[src/shared/motor_guard_regs.svh]
// Constants for the motor block and stall monitor
`ifndef MOTOR_GUARD_REGS_SVH
`define MOTOR_GUARD_REGS_SVH

// ==================================================================
// Register offsets
`define ADDR_CTRL          8'h00
`define ADDR_STATUS        8'h04
`define ADDR_MASK          8'h08
`define ADDR_BLK_SPEED     8'h0C
`define ADDR_BLK_DELAY     8'h10
`define ADDR_STALL_SPEED   8'h14
`define ADDR_STALL_ERR     8'h18
`define ADDR_CHG_SPEED     8'h1C
`define ADDR_CHG_HYST      8'h20
`define ADDR_STALL_DELAY   8'h24
`define ADDR_TIME_REM      8'h28
`define ADDR_DIAG_BASE     8'h2C
`define ADDR_CUR_STATUS    8'h3C

// ==================================================================
// Control fields
`define CTRL_MON_EN_N_BIT  0
`define CTRL_VECTOR_BIT    1

// Status fields (event bits)
`define ST_BLOCKED_BIT     0
`define ST_STALLED_BIT     1
`define ST_THERMAL_BIT     2
`define ST_MDS_VALID_BIT   3

// Current-controller status word bits
`define CSW_SPEED_DEV_BIT  11
`define CSW_STALLED_BIT    12

// ==================================================================
// Timing and limits
`define TIME_MAX_S         120
`define MDS_SETTLE_S       2
`define PCT_FULL           100
`define CLK_HZ             100000000

`endif

[src/shared/motor_guard_pkg.sv]
// Types for the motor block and stall monitor
package motor_guard_pkg;
    typedef enum logic [1:0] {
        TMR_IDLE,
        TMR_RUN,
        TMR_FIRED
    } delay_state_t;
endpackage

[src/verilog/motor_guard.sv]
// Motor blocked, stall and thermal time-remaining monitor
`timescale 1ns/1ps
`include "motor_guard_regs.svh"

module motor_guard #(
    parameter int VAL_W = 16,
    parameter int SETTLE_CY = `MDS_SETTLE_S * `CLK_HZ
) (
    input  wire logic             i_ref_clk,
    input  wire logic             i_nrst,
    input  wire logic [7:0]       i_addr,
    input  wire logic [31:0]      i_wdata,
    input  wire logic             i_wr,
    input  wire logic             i_rd,
    output logic [31:0]           o_rdata,
    input  wire logic [VAL_W-1:0] i_speed_abs,
    input  wire logic             i_speed_ctrl_limited,
    input  wire logic             i_current_limited,
    input  wire logic [VAL_W-1:0] i_adapt_out_abs,
    input  wire logic [VAL_W-1:0] i_model_error,
    input  wire logic             i_thermal_alarm,
    input  wire logic [VAL_W-1:0] i_src_time [4],
    input  wire logic             i_mds_switch,
    output logic                  o_blocked_motor_fault,
    output logic                  o_motor_stalled_fault,
    output logic                  o_thermal_fault,
    output logic                  o_irq
);
    // ==============================================================
    // Register file
    logic [1:0]       ctrl_reg, ctrl_next;
    logic [3:0]       status_reg, status_next;
    logic [3:0]       mask_reg, mask_next;
    logic [VAL_W-1:0] blk_speed_reg, blk_speed_next;
    logic [31:0]      blk_delay_reg, blk_delay_next;
    logic [VAL_W-1:0] stall_speed_reg, stall_speed_next;
    logic [VAL_W-1:0] stall_err_reg, stall_err_next;
    logic [VAL_W-1:0] chg_speed_reg, chg_speed_next;
    logic [6:0]       chg_hyst_reg, chg_hyst_next;
    logic [31:0]      stall_delay_reg, stall_delay_next;
    logic [31:0]      rdata_reg, rdata_next;
    logic [15:0]      current_ctrl_status_word;
    logic [VAL_W-1:0] time_val;
    logic [VAL_W-1:0] diag_val [4];
    logic             time_valid;
    logic             blk_fire, stall_fire;
    logic [3:0]       events;

    // Synchronised loop inputs (they come from another block's pins)
    logic [VAL_W-1:0] spd_s1, spd_s2, adp_s1, adp_s2, err_s1, err_s2;
    logic [3:0]       flg_s1, flg_s2;

    always_ff @(posedge i_ref_clk or negedge i_nrst) begin
        if (!i_nrst) begin
            spd_s1 <= '0;
            spd_s2 <= '0;
            adp_s1 <= '0;
            adp_s2 <= '0;
            err_s1 <= '0;
            err_s2 <= '0;
            flg_s1 <= 4'h0;
            flg_s2 <= 4'h0;
        end else begin
            spd_s1 <= i_speed_abs;
            spd_s2 <= spd_s1;
            adp_s1 <= i_adapt_out_abs;
            adp_s2 <= adp_s1;
            err_s1 <= i_model_error;
            err_s2 <= err_s1;
            flg_s1 <= {i_mds_switch, i_thermal_alarm,
                       i_current_limited, i_speed_ctrl_limited};
            flg_s2 <= flg_s1;
        end
    end

    // ==============================================================
    // Detection
    logic        vector_mode, mon_dis_n;
    logic        blocked_cond, speed_dev, stalled_bit;
    logic [31:0] hyst_limit;

    assign vector_mode = ctrl_reg[`CTRL_VECTOR_BIT];
    assign mon_dis_n   = ctrl_reg[`CTRL_MON_EN_N_BIT];

    // Speed below changeover speed scaled by (100% - hysteresis)
    function automatic logic [31:0] hyst_band(
        input logic [VAL_W-1:0] spd, input logic [6:0] pct);
        logic [6:0] rem;
        rem = (pct > 7'(`PCT_FULL)) ? 7'h00 : 7'(`PCT_FULL) - pct;
        return (32'(spd) * 32'(rem)) / 32'(`PCT_FULL);
    endfunction

    always_comb begin
        hyst_limit   = hyst_band(chg_speed_reg, chg_hyst_reg);
        blocked_cond = !mon_dis_n && (spd_s2 < blk_speed_reg) &&
                       (vector_mode ? flg_s2[0] : flg_s2[1]);
        speed_dev    = vector_mode &&
                       (adp_s2 > stall_speed_reg);
        stalled_bit  = vector_mode && (err_s2 > stall_err_reg) &&
                       (32'(spd_s2) < hyst_limit);
        current_ctrl_status_word = 16'h0000;
        current_ctrl_status_word[`CSW_SPEED_DEV_BIT] = speed_dev;
        current_ctrl_status_word[`CSW_STALLED_BIT]   = stalled_bit;
    end

    persist_timer #(.CNT_W(32)) u_blk_timer (
        .i_ref_clk (i_ref_clk),
        .i_nrst    (i_nrst),
        .i_cond    (blocked_cond),
        .i_delay   (blk_delay_reg),
        .o_fire    (blk_fire)
    );

    persist_timer #(.CNT_W(32)) u_stall_timer (
        .i_ref_clk (i_ref_clk),
        .i_nrst    (i_nrst),
        .i_cond    (speed_dev || stalled_bit),
        .i_delay   (stall_delay_reg),
        .o_fire    (stall_fire)
    );

    // Inputs are already the selected data set's margins
    time_remaining_calc #(
        .VAL_W     (VAL_W),
        .SETTLE_CY (SETTLE_CY)
    ) u_time (
        .i_ref_clk    (i_ref_clk),
        .i_nrst       (i_nrst),
        .i_src_time   (i_src_time),
        .i_mds_switch (flg_s2[3]),
        .o_time       (time_val),
        .o_diag       (diag_val),
        .o_valid      (time_valid)
    );

    // ==============================================================
    // Faults and interrupt
    logic fb_reg, fs_reg, ft_reg, irq_reg;
    logic valid_d_reg;

    always_ff @(posedge i_ref_clk or negedge i_nrst) begin
        if (!i_nrst) begin
            fb_reg      <= 1'b0;
            fs_reg      <= 1'b0;
            ft_reg      <= 1'b0;
            irq_reg     <= 1'b0;
            // Idle level of valid, so reset makes no false rise
            valid_d_reg <= 1'b1;
        end else begin
            fb_reg      <= blk_fire;
            fs_reg      <= stall_fire;
            ft_reg      <= flg_s2[2];
            irq_reg     <= |(status_next & mask_next);
            valid_d_reg <= time_valid;
        end
    end

    assign events = {time_valid && !valid_d_reg, flg_s2[2],
                     stall_fire, blk_fire};

    assign o_blocked_motor_fault = fb_reg;
    assign o_motor_stalled_fault = fs_reg;
    assign o_thermal_fault       = ft_reg;
    assign o_irq                 = irq_reg;
    assign o_rdata               = rdata_reg;

    // ==============================================================
    // Bus slave
    always_comb begin
        ctrl_next        = ctrl_reg;
        mask_next        = mask_reg;
        blk_speed_next   = blk_speed_reg;
        blk_delay_next   = blk_delay_reg;
        stall_speed_next = stall_speed_reg;
        stall_err_next   = stall_err_reg;
        chg_speed_next   = chg_speed_reg;
        chg_hyst_next    = chg_hyst_reg;
        stall_delay_next = stall_delay_reg;
        rdata_next       = 32'h0000_0000;
        // Read clears, but a new event in the same cycle survives
        status_next = (i_rd && i_addr == `ADDR_STATUS) ? 4'h0
                                                       : status_reg;
        status_next = status_next | events;
        if (i_wr) begin
            unique case (i_addr)
                `ADDR_CTRL:        ctrl_next = i_wdata[1:0];
                `ADDR_MASK:        mask_next = i_wdata[3:0];
                `ADDR_BLK_SPEED:   blk_speed_next = i_wdata[VAL_W-1:0];
                `ADDR_BLK_DELAY:   blk_delay_next = i_wdata;
                `ADDR_STALL_SPEED: stall_speed_next = i_wdata[VAL_W-1:0];
                `ADDR_STALL_ERR:   stall_err_next = i_wdata[VAL_W-1:0];
                `ADDR_CHG_SPEED:   chg_speed_next = i_wdata[VAL_W-1:0];
                `ADDR_CHG_HYST:    chg_hyst_next = i_wdata[6:0];
                `ADDR_STALL_DELAY: stall_delay_next = i_wdata;
                default: ;
            endcase
        end
        if (i_rd) begin
            unique case (i_addr)
                `ADDR_CTRL:        rdata_next = 32'(ctrl_reg);
                `ADDR_STATUS:      rdata_next = 32'(status_reg);
                `ADDR_MASK:        rdata_next = 32'(mask_reg);
                `ADDR_BLK_SPEED:   rdata_next = 32'(blk_speed_reg);
                `ADDR_BLK_DELAY:   rdata_next = blk_delay_reg;
                `ADDR_STALL_SPEED: rdata_next = 32'(stall_speed_reg);
                `ADDR_STALL_ERR:   rdata_next = 32'(stall_err_reg);
                `ADDR_CHG_SPEED:   rdata_next = 32'(chg_speed_reg);
                `ADDR_CHG_HYST:    rdata_next = 32'(chg_hyst_reg);
                `ADDR_STALL_DELAY: rdata_next = stall_delay_reg;
                // Value meaningless until the settle delay ends
                `ADDR_TIME_REM:    rdata_next = {time_valid, 15'h0000,
                                                 16'(time_val)};
                `ADDR_DIAG_BASE:   rdata_next = 32'(diag_val[0]);
                8'h30:             rdata_next = 32'(diag_val[1]);
                8'h34:             rdata_next = 32'(diag_val[2]);
                8'h38:             rdata_next = 32'(diag_val[3]);
                `ADDR_CUR_STATUS:  rdata_next = 32'(current_ctrl_status_word);
                default:           rdata_next = 32'h0000_0000;
            endcase
        end
    end

    always_ff @(posedge i_ref_clk or negedge i_nrst) begin
        if (!i_nrst) begin
            ctrl_reg        <= 2'h0;
            status_reg      <= 4'h0;
            mask_reg        <= 4'h0;
            blk_speed_reg   <= '0;
            blk_delay_reg   <= 32'h0000_0000;
            stall_speed_reg <= '1;
            stall_err_reg   <= '1;
            chg_speed_reg   <= '0;
            chg_hyst_reg    <= 7'h00;
            stall_delay_reg <= 32'h0000_0000;
            rdata_reg       <= 32'h0000_0000;
        end else begin
            ctrl_reg        <= ctrl_next;
            status_reg      <= status_next;
            mask_reg        <= mask_next;
            blk_speed_reg   <= blk_speed_next;
            blk_delay_reg   <= blk_delay_next;
            stall_speed_reg <= stall_speed_next;
            stall_err_reg   <= stall_err_next;
            chg_speed_reg   <= chg_speed_next;
            chg_hyst_reg    <= chg_hyst_next;
            stall_delay_reg <= stall_delay_next;
            rdata_reg       <= rdata_next;
        end
    end

    // ==============================================================
    // Checks
    chk_thermal_no_delay: assert property (
        @(posedge i_ref_clk) disable iff (!i_nrst)
        flg_s2[2] |=> o_thermal_fault)
        else $error("thermal fault delayed");
    chk_blocked_enable: assert property (
        @(posedge i_ref_clk) disable iff (!i_nrst)
        mon_dis_n |-> ##2 !o_blocked_motor_fault)
        else $error("blocked detection while disabled");
    chk_stall_vector: assert property (
        @(posedge i_ref_clk) disable iff (!i_nrst)
        !vector_mode |-> ##2 !o_motor_stalled_fault)
        else $error("stall detected outside vector control");
    chk_speed_dev: assert property (
        @(posedge i_ref_clk) disable iff (!i_nrst)
        vector_mode && adp_s2 > stall_speed_reg
        |-> current_ctrl_status_word[11])
        else $error("speed deviation bit missing");
    chk_blocked_wait: assert property (
        @(posedge i_ref_clk) disable iff (!i_nrst)
        $rose(blk_fire) && blk_delay_reg > 32'd1
        |-> $past(blocked_cond, 2))
        else $error("blocked fault before delay");
    chk_stall_fault: assert property (
        @(posedge i_ref_clk) disable iff (!i_nrst)
        stall_fire |=> o_motor_stalled_fault)
        else $error("stall fault not issued");
    chk_irq_level: assert property (
        @(posedge i_ref_clk) disable iff (!i_nrst)
        ##1 o_irq == |($past(status_next) & $past(mask_next)))
        else $error("irq does not follow status and mask");
endmodule

[src/verilog/persist_timer.sv]
// Persistence timer: fires once a condition has held for a delay
`timescale 1ns/1ps
module persist_timer #(
    parameter int CNT_W = 32
) (
    input  wire logic             i_ref_clk,
    input  wire logic             i_nrst,
    input  wire logic             i_cond,
    input  wire logic [CNT_W-1:0] i_delay,
    output logic                  o_fire
);
    motor_guard_pkg::delay_state_t state_reg;
    motor_guard_pkg::delay_state_t state_next;
    logic [CNT_W-1:0]              cnt_reg;
    logic [CNT_W-1:0]              cnt_next;

    always_comb begin
        state_next = state_reg;
        cnt_next   = cnt_reg;
        unique case (state_reg)
            motor_guard_pkg::TMR_IDLE: begin
                cnt_next = '0;
                if (i_cond) begin
                    state_next = (i_delay == '0) ?
                        motor_guard_pkg::TMR_FIRED :
                        motor_guard_pkg::TMR_RUN;
                end
            end
            motor_guard_pkg::TMR_RUN: begin
                // Condition dropped early: start over from zero
                if (!i_cond) begin
                    state_next = motor_guard_pkg::TMR_IDLE;
                    cnt_next   = '0;
                end else if (cnt_reg + 1'b1 >= i_delay) begin
                    state_next = motor_guard_pkg::TMR_FIRED;
                end else begin
                    cnt_next = cnt_reg + 1'b1;
                end
            end
            motor_guard_pkg::TMR_FIRED: begin
                if (!i_cond) begin
                    state_next = motor_guard_pkg::TMR_IDLE;
                end
                cnt_next = '0;
            end
            default: begin
                state_next = motor_guard_pkg::TMR_IDLE;
                cnt_next   = '0;
            end
        endcase
    end

    always_ff @(posedge i_ref_clk or negedge i_nrst) begin
        if (!i_nrst) begin
            state_reg <= motor_guard_pkg::TMR_IDLE;
            cnt_reg   <= '0;
        end else begin
            state_reg <= state_next;
            cnt_reg   <= cnt_next;
        end
    end

    assign o_fire = (state_reg == motor_guard_pkg::TMR_FIRED);

    chk_restart_on_drop: assert property (
        @(posedge i_ref_clk) disable iff (!i_nrst)
        !i_cond |=> (cnt_reg == '0) && !o_fire)
        else $error("timer did not restart after condition dropped");
endmodule

[src/verilog/time_remaining_calc.sv]
// Thermal time-remaining estimate with clamp and data-set settle delay
`timescale 1ns/1ps
`include "motor_guard_regs.svh"
module time_remaining_calc #(
    parameter int VAL_W     = 16,
    parameter int SETTLE_CY = `MDS_SETTLE_S * `CLK_HZ
) (
    input  wire logic             i_ref_clk,
    input  wire logic             i_nrst,
    input  wire logic [VAL_W-1:0] i_src_time [4],
    input  wire logic             i_mds_switch,
    output logic [VAL_W-1:0]      o_time,
    output logic [VAL_W-1:0]      o_diag [4],
    output logic                  o_valid
);
    localparam logic [VAL_W-1:0] TIME_MAX = VAL_W'(`TIME_MAX_S);

    logic [31:0]      settle_reg;
    logic [31:0]      settle_next;
    logic [VAL_W-1:0] min_val;

    // Smallest source margin sets the displayed value
    always_comb begin
        min_val = i_src_time[0];
        for (int k = 1; k < 4; k++) begin
            if (i_src_time[k] < min_val) begin
                min_val = i_src_time[k];
            end
        end
    end

    always_comb begin
        settle_next = settle_reg;
        if (i_mds_switch) begin
            settle_next = 32'(SETTLE_CY);
        end else if (settle_reg != 32'h0000_0000) begin
            settle_next = settle_reg - 32'h0000_0001;
        end
    end

    always_ff @(posedge i_ref_clk or negedge i_nrst) begin
        if (!i_nrst) begin
            settle_reg <= 32'h0000_0000;
        end else begin
            settle_reg <= settle_next;
        end
    end

    always_comb begin
        o_time = (min_val > TIME_MAX) ? TIME_MAX : min_val;
        for (int k = 0; k < 4; k++) begin
            o_diag[k] = (i_src_time[k] > TIME_MAX) ? TIME_MAX
                                                   : i_src_time[k];
        end
        o_valid = (settle_reg == 32'h0000_0000);
    end

    chk_clamp_limit: assert property (
        @(posedge i_ref_clk) disable iff (!i_nrst)
        o_time <= TIME_MAX)
        else $error("time remaining above clamp");
    chk_settle_hold: assert property (
        @(posedge i_ref_clk) disable iff (!i_nrst)
        i_mds_switch |=> !o_valid)
        else $error("valid right after data set switch");
endmodule

[config.mk]
export PLATFORM = sky130hd
export DESIGN_NAME = motor_guard
export DESIGN_NICKNAME = d
export VERILOG_FILES = /design/src/shared/motor_guard_pkg.sv /design/src/verilog/motor_guard.sv /design/src/verilog/persist_timer.sv /design/src/verilog/time_remaining_calc.sv
export VERILOG_INCLUDE_DIRS = /design/src /design/src/shared
export SDC_FILE = /design/constraint.sdc
export NUM_CORES = 1
export LEC_CHECK = 0
export BUFFER_PORTS_ARGS = -buffer_cell sky130_fd_sc_hd__buf_2
export CAP_MARGIN = 30
export CORE_ASPECT_RATIO = 1.75
export CORE_MARGIN = 5
export CORE_UTILIZATION = 30
export DETAILED_ROUTE_END_ITERATION = 8
export PLACE_DENSITY_LB_ADDON = 0.08
export SYNTH_ARGS = -nofsm -noshare
export SYNTH_HDL_FRONTEND = slang
export SYNTH_HIERARCHICAL = 1
export SYNTH_SLANG_ARGS = --single-unit
[constraint.sdc]
create_clock -name i_ref_clk -period 17.7 [get_ports i_ref_clk]
set_input_delay 3.54 -clock i_ref_clk [delete_from_list [all_inputs] [get_ports i_ref_clk]]
set_output_delay 3.54 -clock i_ref_clk [all_outputs]
set_load 0.005 [all_outputs]
Yosys cells after proc, flatten, opt, wreduce, memory -nomap -nowiden
Cells that the tools add are included. Widths: inputs -> output; s select.

Register bits after elaboration: 386. Latch bits: 0. RAM bits: 0. Bits in read-only memories: 0. Logic and storage cells: 143. Memories kept: 0.

Add/sub/neg operators: 4. $mul: 1. Div/mod/pow operators: 1. Magnitude comparators: 15. Equality and inequality tests: 27. Shift-type cells: 0. Mux-type cells: 35. Bitwise gates (word level): 2. Reductions and logical operators: 29.

Operator list (count): $pmux 32 s16 (1); $mux 32 (9); $mux 16 (8); $logic_not 32->1 (3); $gt 16x7->1 const B (5); $add 32x1->32 const B (2); $eq 8x6->1 const B (8); $ge 32x32->1 (2); $lt 16x16->1 (4); $div 23x7->32 const B (1); $eq 8x5->1 const B (4); $gt 16x16->1 (2); $lt 16x32->1 (1); $reduce_bool 32->1 (1); $sub 32x1->32 const B (1); $mul 16x7->23 (1); $mux 2 (10); $eq 8x4->1 const B (2); $reduce_and 2->1 (8); $mux 4 (3); $ne 3x3->1 const B (4); $pmux 2 s3 (2); $eq 8x3->1 const B (1); $logic_not 8->1 (1); 17 further kinds (30).

Longest topological paths before layout
Gate-level depths: netlist (run 1).

Word-level depth: 10. Depth in mapped cells: 79. Gate-level depth less buffers: 71.

By module
The synthesis (run 1) kept the hierarchy.

Modules (own cells, without submodules): motor_guard (instances 1, cells an instance 1950, area an instance 19755.2 sq um, seq. area each 7198.2 sq um); persist_timer (instances 2, cells an instance 368, area an instance 3159.3 sq um, seq. area each 850.8 sq um); time_remaining_calc (instances 1, cells an instance 483, area an instance 3933.8 sq um, seq. area each 800.8 sq um).

Worst setup path before layout (run 1)
OpenSTA, ideal clock, no wires.

Path type: register to register. From: reg chg_hyst_reg[0]. To: reg u_stall_timer.cnt_reg[11]. Library setup time: 0.136 ns. Data arrival time: 15.888 ns. Required time: 17.564 ns. Path slack: 1.675 ns. Stages on the path, launching flop included: 74. Path buffers: 7. Clock period less this slack: 16.025 ns. Path through: dfrtp_1 -> inv_1 -> ha_1 -> nor2b_1 -> o31ai_1 -> mux2i_1 -> clkbuf_1 -> nand2_1 -> fa_1 -> fa_1 -> inv_1 -> fa_1 -> inv_1 -> fa_1 -> inv_1 -> ha_1 -> and2_1 -> a221oi_2 -> [38 not listed] -> o21ai_4 -> a211oi_1 -> mux2i_1 -> o21ai_0 -> ha_1 -> o21ai_0 -> nand2b_1 -> a21oi_1 -> nor2_1 -> o21ai_0 -> a22oi_1 -> nor2_1 -> a311o_1 -> nor2b_1 -> nand2_1 -> clkbuf_1 -> clkbuf_1 -> a21oi_1.

Word-level cells in the longest chain between the ends: 9. Elaborated cells between the ends (all ways): 11. Those cells by class: 1 x add/sub; 1 x mul; 1 x div; 2 x order compare; 1 x eq/ne; 3 x mux; 2 x reduce/logical.

Ends and longest elaborated chain: start: declaration (RTL line motor_guard.sv:39) `logic [6:0] chg_hyst_reg, chg_hyst_next;`; start signal: assignment (RTL line motor_guard.sv:245) `chg_hyst_reg <= chg_hyst_next;`; $sub 7x7->7 or $gt 7x7->1 (tied branches) (RTL line motor_guard.sv:89) `` rem = (pct > 7'(`PCT_FULL)) ? 7'h00 : 7'(`PCT_FULL) - pct; ``; $mux 7 * (RTL line motor_guard.sv:89); $mul 16x7->23 * (RTL line motor_guard.sv:90) `` return (32'(spd) * 32'(rem)) / 32'(`PCT_FULL); ``; $div 23x7->32 * (RTL line motor_guard.sv:90); $lt 16x32->1 * (RTL line motor_guard.sv:100) `(32'(spd_s2) < hyst_limit);`; $logic_and 1x1->1 * (RTL line motor_guard.sv:99) `stalled_bit = vector_mode && (err_s2 > stall_err_reg) &&`; $logic_or 1x1->1 * (RTL line motor_guard.sv:117) `.i_cond (speed_dev || stalled_bit),`; $mux 32 (RTL line persist_timer.sv:31) `if (!i_cond) begin`; $mux 32 (RTL line persist_timer.sv:20) `unique case (state_reg)`; end signal: assignment (RTL line persist_timer.sv:59) `cnt_reg <= cnt_next;`; end: declaration (RTL line persist_timer.sv:14) `logic [CNT_W-1:0] cnt_reg;`.

Mark *: on every way between the ends. The rest lies on a longest branch, timed or not. A chain may end at the register's enable or synchronous reset.

Worst setup path after layout (run 1)
From: reg chg_hyst_reg[0]. To: reg u_stall_timer.cnt_reg[2].

Same word-level chain as after synthesis.

==> flow_summary.yaml, run 1 <==
die:
  num_rows: 153
  initial_core_util: 0.302
  dieHeight_um: 428
  coreArea_um2: 99400
  ioPinCount: 196
  die-width_um: 249
  dieArea_um2: 107000
place:
  dp.cells: 4674
  port_buffers: 195
  hpwl_um: 91700
  gp_congestion: 0.900
route:
  drcViolationCount: 0
  wirelength_um: 114000
  routedWlPerCell_um: 23.7
  route.vias.total: 25700
  vias_per_cell: 5.37
  drt-initial-drc-count: 1472
  first_pass_iters: 8
  detail-route-antenna-nets: 0
global_routing:
  grt.overflow.total: 0
  grt_max_degree: 77
  grt_pass1_wl_um: 170000
  antenna_found_initial: 16
  grt_pass1_vias: 27100
  grt_use_total: 0.204
worst_setup_path:
  max_stage_delay_ps: 540
  start_kind: "register"
  timing.critical_path.buf_inv: 13
  cp_common_cell: "buf_4"
  critPathTopFamily: "compound AO/OA/AOI/OAI gates"
  reg2reg_slack_ps: 790
  worstPathMaxFanout: 13
  cp_slowest_cell: "fa_1"
  end_kind: "register"
  crit_type: "register to register"
  cp.arrival_ps: 17420
  required_ps: 18210
clocking:
  cts_tree: "built"
  insertion_delay_ps: 590
  cts_max_level: 2
  path_clk_slew_ps: 70
  cts_max_path_buffers: 3
  cts-root-buf: "clkbuf_16"
  numCtsBuffers: 41
  clock_sinks: 386
layout:
  drive_gt1_frac: 0.236
  area.growth.synth_to_final_pct: 17.5
  postLayoutCoreUtil: 0.355
  multi_input_area_um2: 19300
  fillerInstances: 10100
  register_area_um2: 9700
  nNetsFinal: 3876
  fin_cells: 4791
outcome:
  outcome: "completed"
yosys:
  synth.distinct_cells: 132
  syn-cell-area_um2: 30000
  post-synth-top-area-cell: "dfrtp_1"
  ys_top_cells_by_area: "dfrtp_1 (29%), ha_1 (9.0%), mux2_2 (5.9%), fa_1 (4.6%), xnor2_1 (3.0%)"
  synth_edf_count: 0
  yosysSeqAreaShare: 0.323
  postSynth.asyncResetShare: 1.00
  avgSynthCellArea_um2: 9.47
  syn_inst: 3169
  yosys_warnings: 6
  ys_ff_latch: 386
  ys.flop_type: "dfrtp_1"
  netlist.area_leader.share: 0.294
sta:
  finalSetupViolCount: 0
  post-route-min-period_ps: 16910
  fmax_mhz: 59.1
  worstMarginPinSlew_ps: 975
  finClkSkew_ps: 24.5
  slew_violations: 0
  maxSlewHeadroom: 0.350
  hold_viol: 0
  finalCritPeriodShare: 0.955
hold_path:
  hp-class: "register to register"
flow_run:
  cap_violations: 0
[logic make-up after synthesis]
| family | count (synthesis) | share of synthesized area |
|---|---|---|
| mux | 188 | 0.0699 |
| compound gates | 735 | 0.178 |
| buf+inv | 400 | 0.0603 |
| xor+xnor | 143 | 0.0437 |
| other cells | 1 | 0.000125 |
| simple gates | 1024 | 0.186 |
| flops | 386 | 0.323 |
| fa+ha+maj | 292 | 0.138 |
[stage by stage]
step	cell area (um2)	hold WS [ps]	worst slack [ps]	setup TNS [ps]
after floorplan	30200	331	1680	0
after global placement	32700	334	-406	-7840
after detailed placement	32800	336	-494	-11140
after CTS	34400	349	17.6	0
after global routing	35200	353	-84.8	-226
final	35300	344	790	0
[worst reg2reg max path: cells and delay by family (launching register included)]
kind / cells / cell delay, ps
flip-flops: 1 / 420
buffers and inverters: 13 / 1800
AO/OA/AOI/OAI: 27 / 5600
XOR/XNOR: 3 / 440
adder cells (fa/ha/maj): 8 / 3220
multiplexers: 2 / 370
AND/OR/NAND/NOR: 23 / 4960
[layout make-up]
cell class,instances,share of cell area
Timing Repair Buffer,335,0.0612
Clock inverter,21,0.00841
Inverter,241,0.0256
Clock buffer,55,0.0337
Tap cell,1317,0.0467
Multi-Input combinational cell,2427,0.549
Antenna cell,9,0.000639
Sequential cell,386,0.275
[layer usage]
| metal | vias to the layer above | track usage | routed length (um) |
|---|---|---|---|
| met5 | - | 0 | 36 |
| met4 | 6 | 0.0989 | 6250 |
| met3 | 204 | 0.0213 | 3770 |
| met2 | 590 | 0.411 | 64300 |
| met1 | 12900 | 0.204 | 39200 |
| li1 | 12100 | - | - |
[cells in the final DEF, fill, tap and decap left out, types with 27 or more instances in the layout]
| cell type | count |
|---|---|
| o31ai_1 | 58 |
| or4_1 | 67 |
| a222oi_1 | 27 |
| nor2_1 | 170 |
| conb_1 | 45 |
| buf_4 | 129 |
| a22oi_1 | 60 |
| nand2_1 | 201 |
| nor4_1 | 35 |
| a21o_1 | 34 |
| xnor2_1 | 102 |
| mux2_2 | 157 |
| buf_2 | 194 |
| a21oi_1 | 167 |
| dfrtp_1 | 353 |
| clkbuf_16 | 42 |
| nand3_1 | 88 |
| o211ai_1 | 29 |
| xor2_1 | 30 |
| and2_1 | 99 |
| ha_1 | 208 |
| inv_1 | 239 |
| and3_1 | 27 |
| fa_1 | 69 |
| dfstp_2 | 33 |
| nand4_1 | 57 |
| nand2b_1 | 44 |
| nor3_1 | 62 |
| o21ai_0 | 89 |
[cells in the mapped netlist (29+ instances only)]
master	count
clkbuf_1	61
a21o_1	35
xnor2_1	104
inv_1	239
buf_4	58
nor3_1	69
o21ai_0	98
fa_1	69
ha_1	215
a22oi_1	62
and3_1	29
dfrtp_1	353
and2_1	100
dfstp_2	33
o211ai_1	29
mux2_2	157
a21oi_1	175
nand2b_1	44
nand3_1	93
xor2_1	31
nand2_1	207
nor2_1	182
nor4_1	38
nand4_1	57
or4_1	67
o31ai_1	61
[path summary, 6_finish.rpt]
check | cells after the start | start | end
max | 76 | chg_hyst_reg[0] | u_stall_timer/cnt_reg[2]
min | 0 | spd_s1[11] | spd_s2[11]
max reg2reg | 76 | chg_hyst_reg[0] | u_stall_timer/cnt_reg[2]
min reg2reg | 0 | spd_s1[11] | spd_s2[11]
max in group asynchronous | 3 | i_nrst | o_thermal_fault
min in group asynchronous | 1 | i_nrst | flg_s1[3]
[what timing repair did]
action,in CTS,in global routing
resized for setup,29,118
setup buffers,0,31
hold buffers,0,0
setup endpoints to repair,35,35
pin swaps,2,32
Power of run 1 is not shown: default switching activity piles up to over one toggle a cycle in this logic, so the estimate is an artifact.
==> inputs of run 2 (changes only) <==
Settings changed: CTS_BUF_LIST set to sky130_fd_sc_hd__clkbuf_8.
==> run 2 against run 1 <==
  * Non-clock buffer count is 1 higher
  * Critical path depth is 2 lower
  * Critical path type unchanged
  * Largest cell class unchanged
  * Clock skew grew 24 ps
  * Sequential cell count is the same
  * Sequential share of layout area rose by 0.075 points
  * Die area unchanged
  * Setup slack worse by 83 ps
  * Critical endpoint is now u_stall_timer/cnt_reg[8]
  * Routed wire length is 0.86% higher
  * Fmax is 0.49% lower
==> flow_summary.yaml, run 2 (same netlist as run 1, synthesis figures left out) <==
outcome:
  outcome: "completed"
worst_setup_path:
  timing.critical_path.buf_inv: 11
  critPathTopFamily: "simple AND/OR/NAND/NOR gates"
  worstPathMaxFanout: 13
  cp.arrival_ps: 17620
  required_ps: 18320
  start_kind: "register"
  end_kind: "register"
  cp_slowest_cell: "fa_1"
  crit_type: "register to register"
  max_stage_delay_ps: 540
layout:
  final_common_cell: "dfrtp_1"
  nNetsFinal: 3902
  final_cell_mix: "dfrtp_1 (353), inv_1 (261), ha_1 (209), nand2_1 (201), buf_2 (194)"
  postLayoutCoreUtil: 0.354
  area.growth.synth_to_final_pct: 17.2
  fin_cells: 4835
  drive_gt1_frac: 0.241
sta:
  maxSlewHeadroom: 0.342
  worstMarginPinSlew_ps: 980
  post-route-min-period_ps: 16990
  finClkSkew_ps: 48.4
  finalCritPeriodShare: 0.960
  finalSetupViolCount: 0
  slew_violations: 0
  fmax_mhz: 58.8
  hold_viol: 0
  setup-tns-final_ps: 0
clocking:
  cts_max_path_buffers: 3
  numCtsBuffers: 66
  cts_max_level: 3
  insertion_delay_ps: 700
  cts-root-buf: "clkbuf_8"
  path_clk_slew_ps: 80
  postCtsHoldBufs: 0
  clock_sinks: 386
  cts_tree: "built"
die:
  dieArea_um2: 107000
  dieHeight_um: 428
  num_rows: 153
  initial_core_util: 0.302
  die-width_um: 249
  ioPinCount: 196
  coreArea_um2: 99400
global_routing:
  grt-busiest-layer: "met2"
  grt_pass1_vias: 27300
  grt_util_met1: 0.204
  grt_use_total: 0.206
  grt.overflow.total: 0
  met3_usage: 0.0288
  antenna_found_initial: 16
  grt_max_degree: 77
  use_met2: 0.410
  grt_pass1_wl_um: 170000
route:
  routedWlPerCell_um: 23.7
  wirelength_um: 115000
  first_pass_iters: 6
  route.vias.total: 25900
  vias_per_cell: 5.35
  drt-initial-drc-count: 1465
  detail-route-antenna-nets: 0
  drcViolationCount: 0
place:
  hpwl_um: 91700
  dp.cells: 4674
  gp_congestion: 0.900
  port_buffers: 195
hold_path:
  hp-class: "register to register"
flow_run:
  cap_violations: 0
==> run 2: cell count changes in the layout (fill, tap and decap cells not counted), sizes merged <==
cell      before  now
bufinv         6    2
clkinv         9   10
inv          244  265
clkinvlp       3    4
diode          9    7
clkbuf        55   81
buf          335  336
==> run 2: what timing repair did <==
item	CTS	global route
buffers inserted	0	32
gates resized for setup	25	126
endpoints found under the setup margin	34	35
pin swaps	1	35
gates cloned	0	0
==> run 2: per-layer routing <==
metal  vias up  part of all wire
li1      12100                 -
met1     12900              0.35
met2       635              0.56
met3       237             0.035
met4         6             0.058
met5         -           0.00041
==> run 2: worst reg2reg max path, delay by kind of cell, from the launching register on <==
kind / cells / cell delay, ps
flops: 1 / 430
fa+ha+maj: 8 / 3300
compound gates: 26 / 5480
xor+xnor: 3 / 440
buf+inv: 11 / 1370
mux: 2 / 240
simple gates: 24 / 5690
==> run 2: cell type report <==
class                      instances  area, um2
sequential                       386       9700
clock inverter                    40        246
fill                           10200      64200
clock buffer                      81       1110
tap                             1317       1650
timing repair buffer             336       2160
antenna                            7       17.5
multi-input combinational       2427      19400
inverter                         241        905
==> run 2: per-stage QoR <==
stage          setup WS, ps  hold WS (ps)  cell area [um2]
2_1_floorplan          1680           331            30200
3_3_place_gp           -406           334            32700
3_5_place_dp           -494           336            32800
4_1_cts                15.6           340            34300
5_1_grt                -133           342            35200
6_report                707           335            35200
==> run 2: final timing paths <==
kind / slack [ps] / endpoint / cells after the start / startpoint
worst max-delay path: 710 / u_stall_timer/cnt_reg[8] / 74 / chg_hyst_reg[0]
worst min-delay path: 330 / spd_s2[11] / 0 / spd_s1[11]
worst max register to register: 710 / u_stall_timer/cnt_reg[8] / 74 / chg_hyst_reg[0]
worst min register to register: 330 / spd_s2[11] / 0 / spd_s1[11]
max in group asynchronous: 12940 / adp_s1[1] / 3 / i_nrst
min in group asynchronous: 2780 / flg_s1[3] / 1 / i_nrst
Power of run 2 is left out for the same reason.
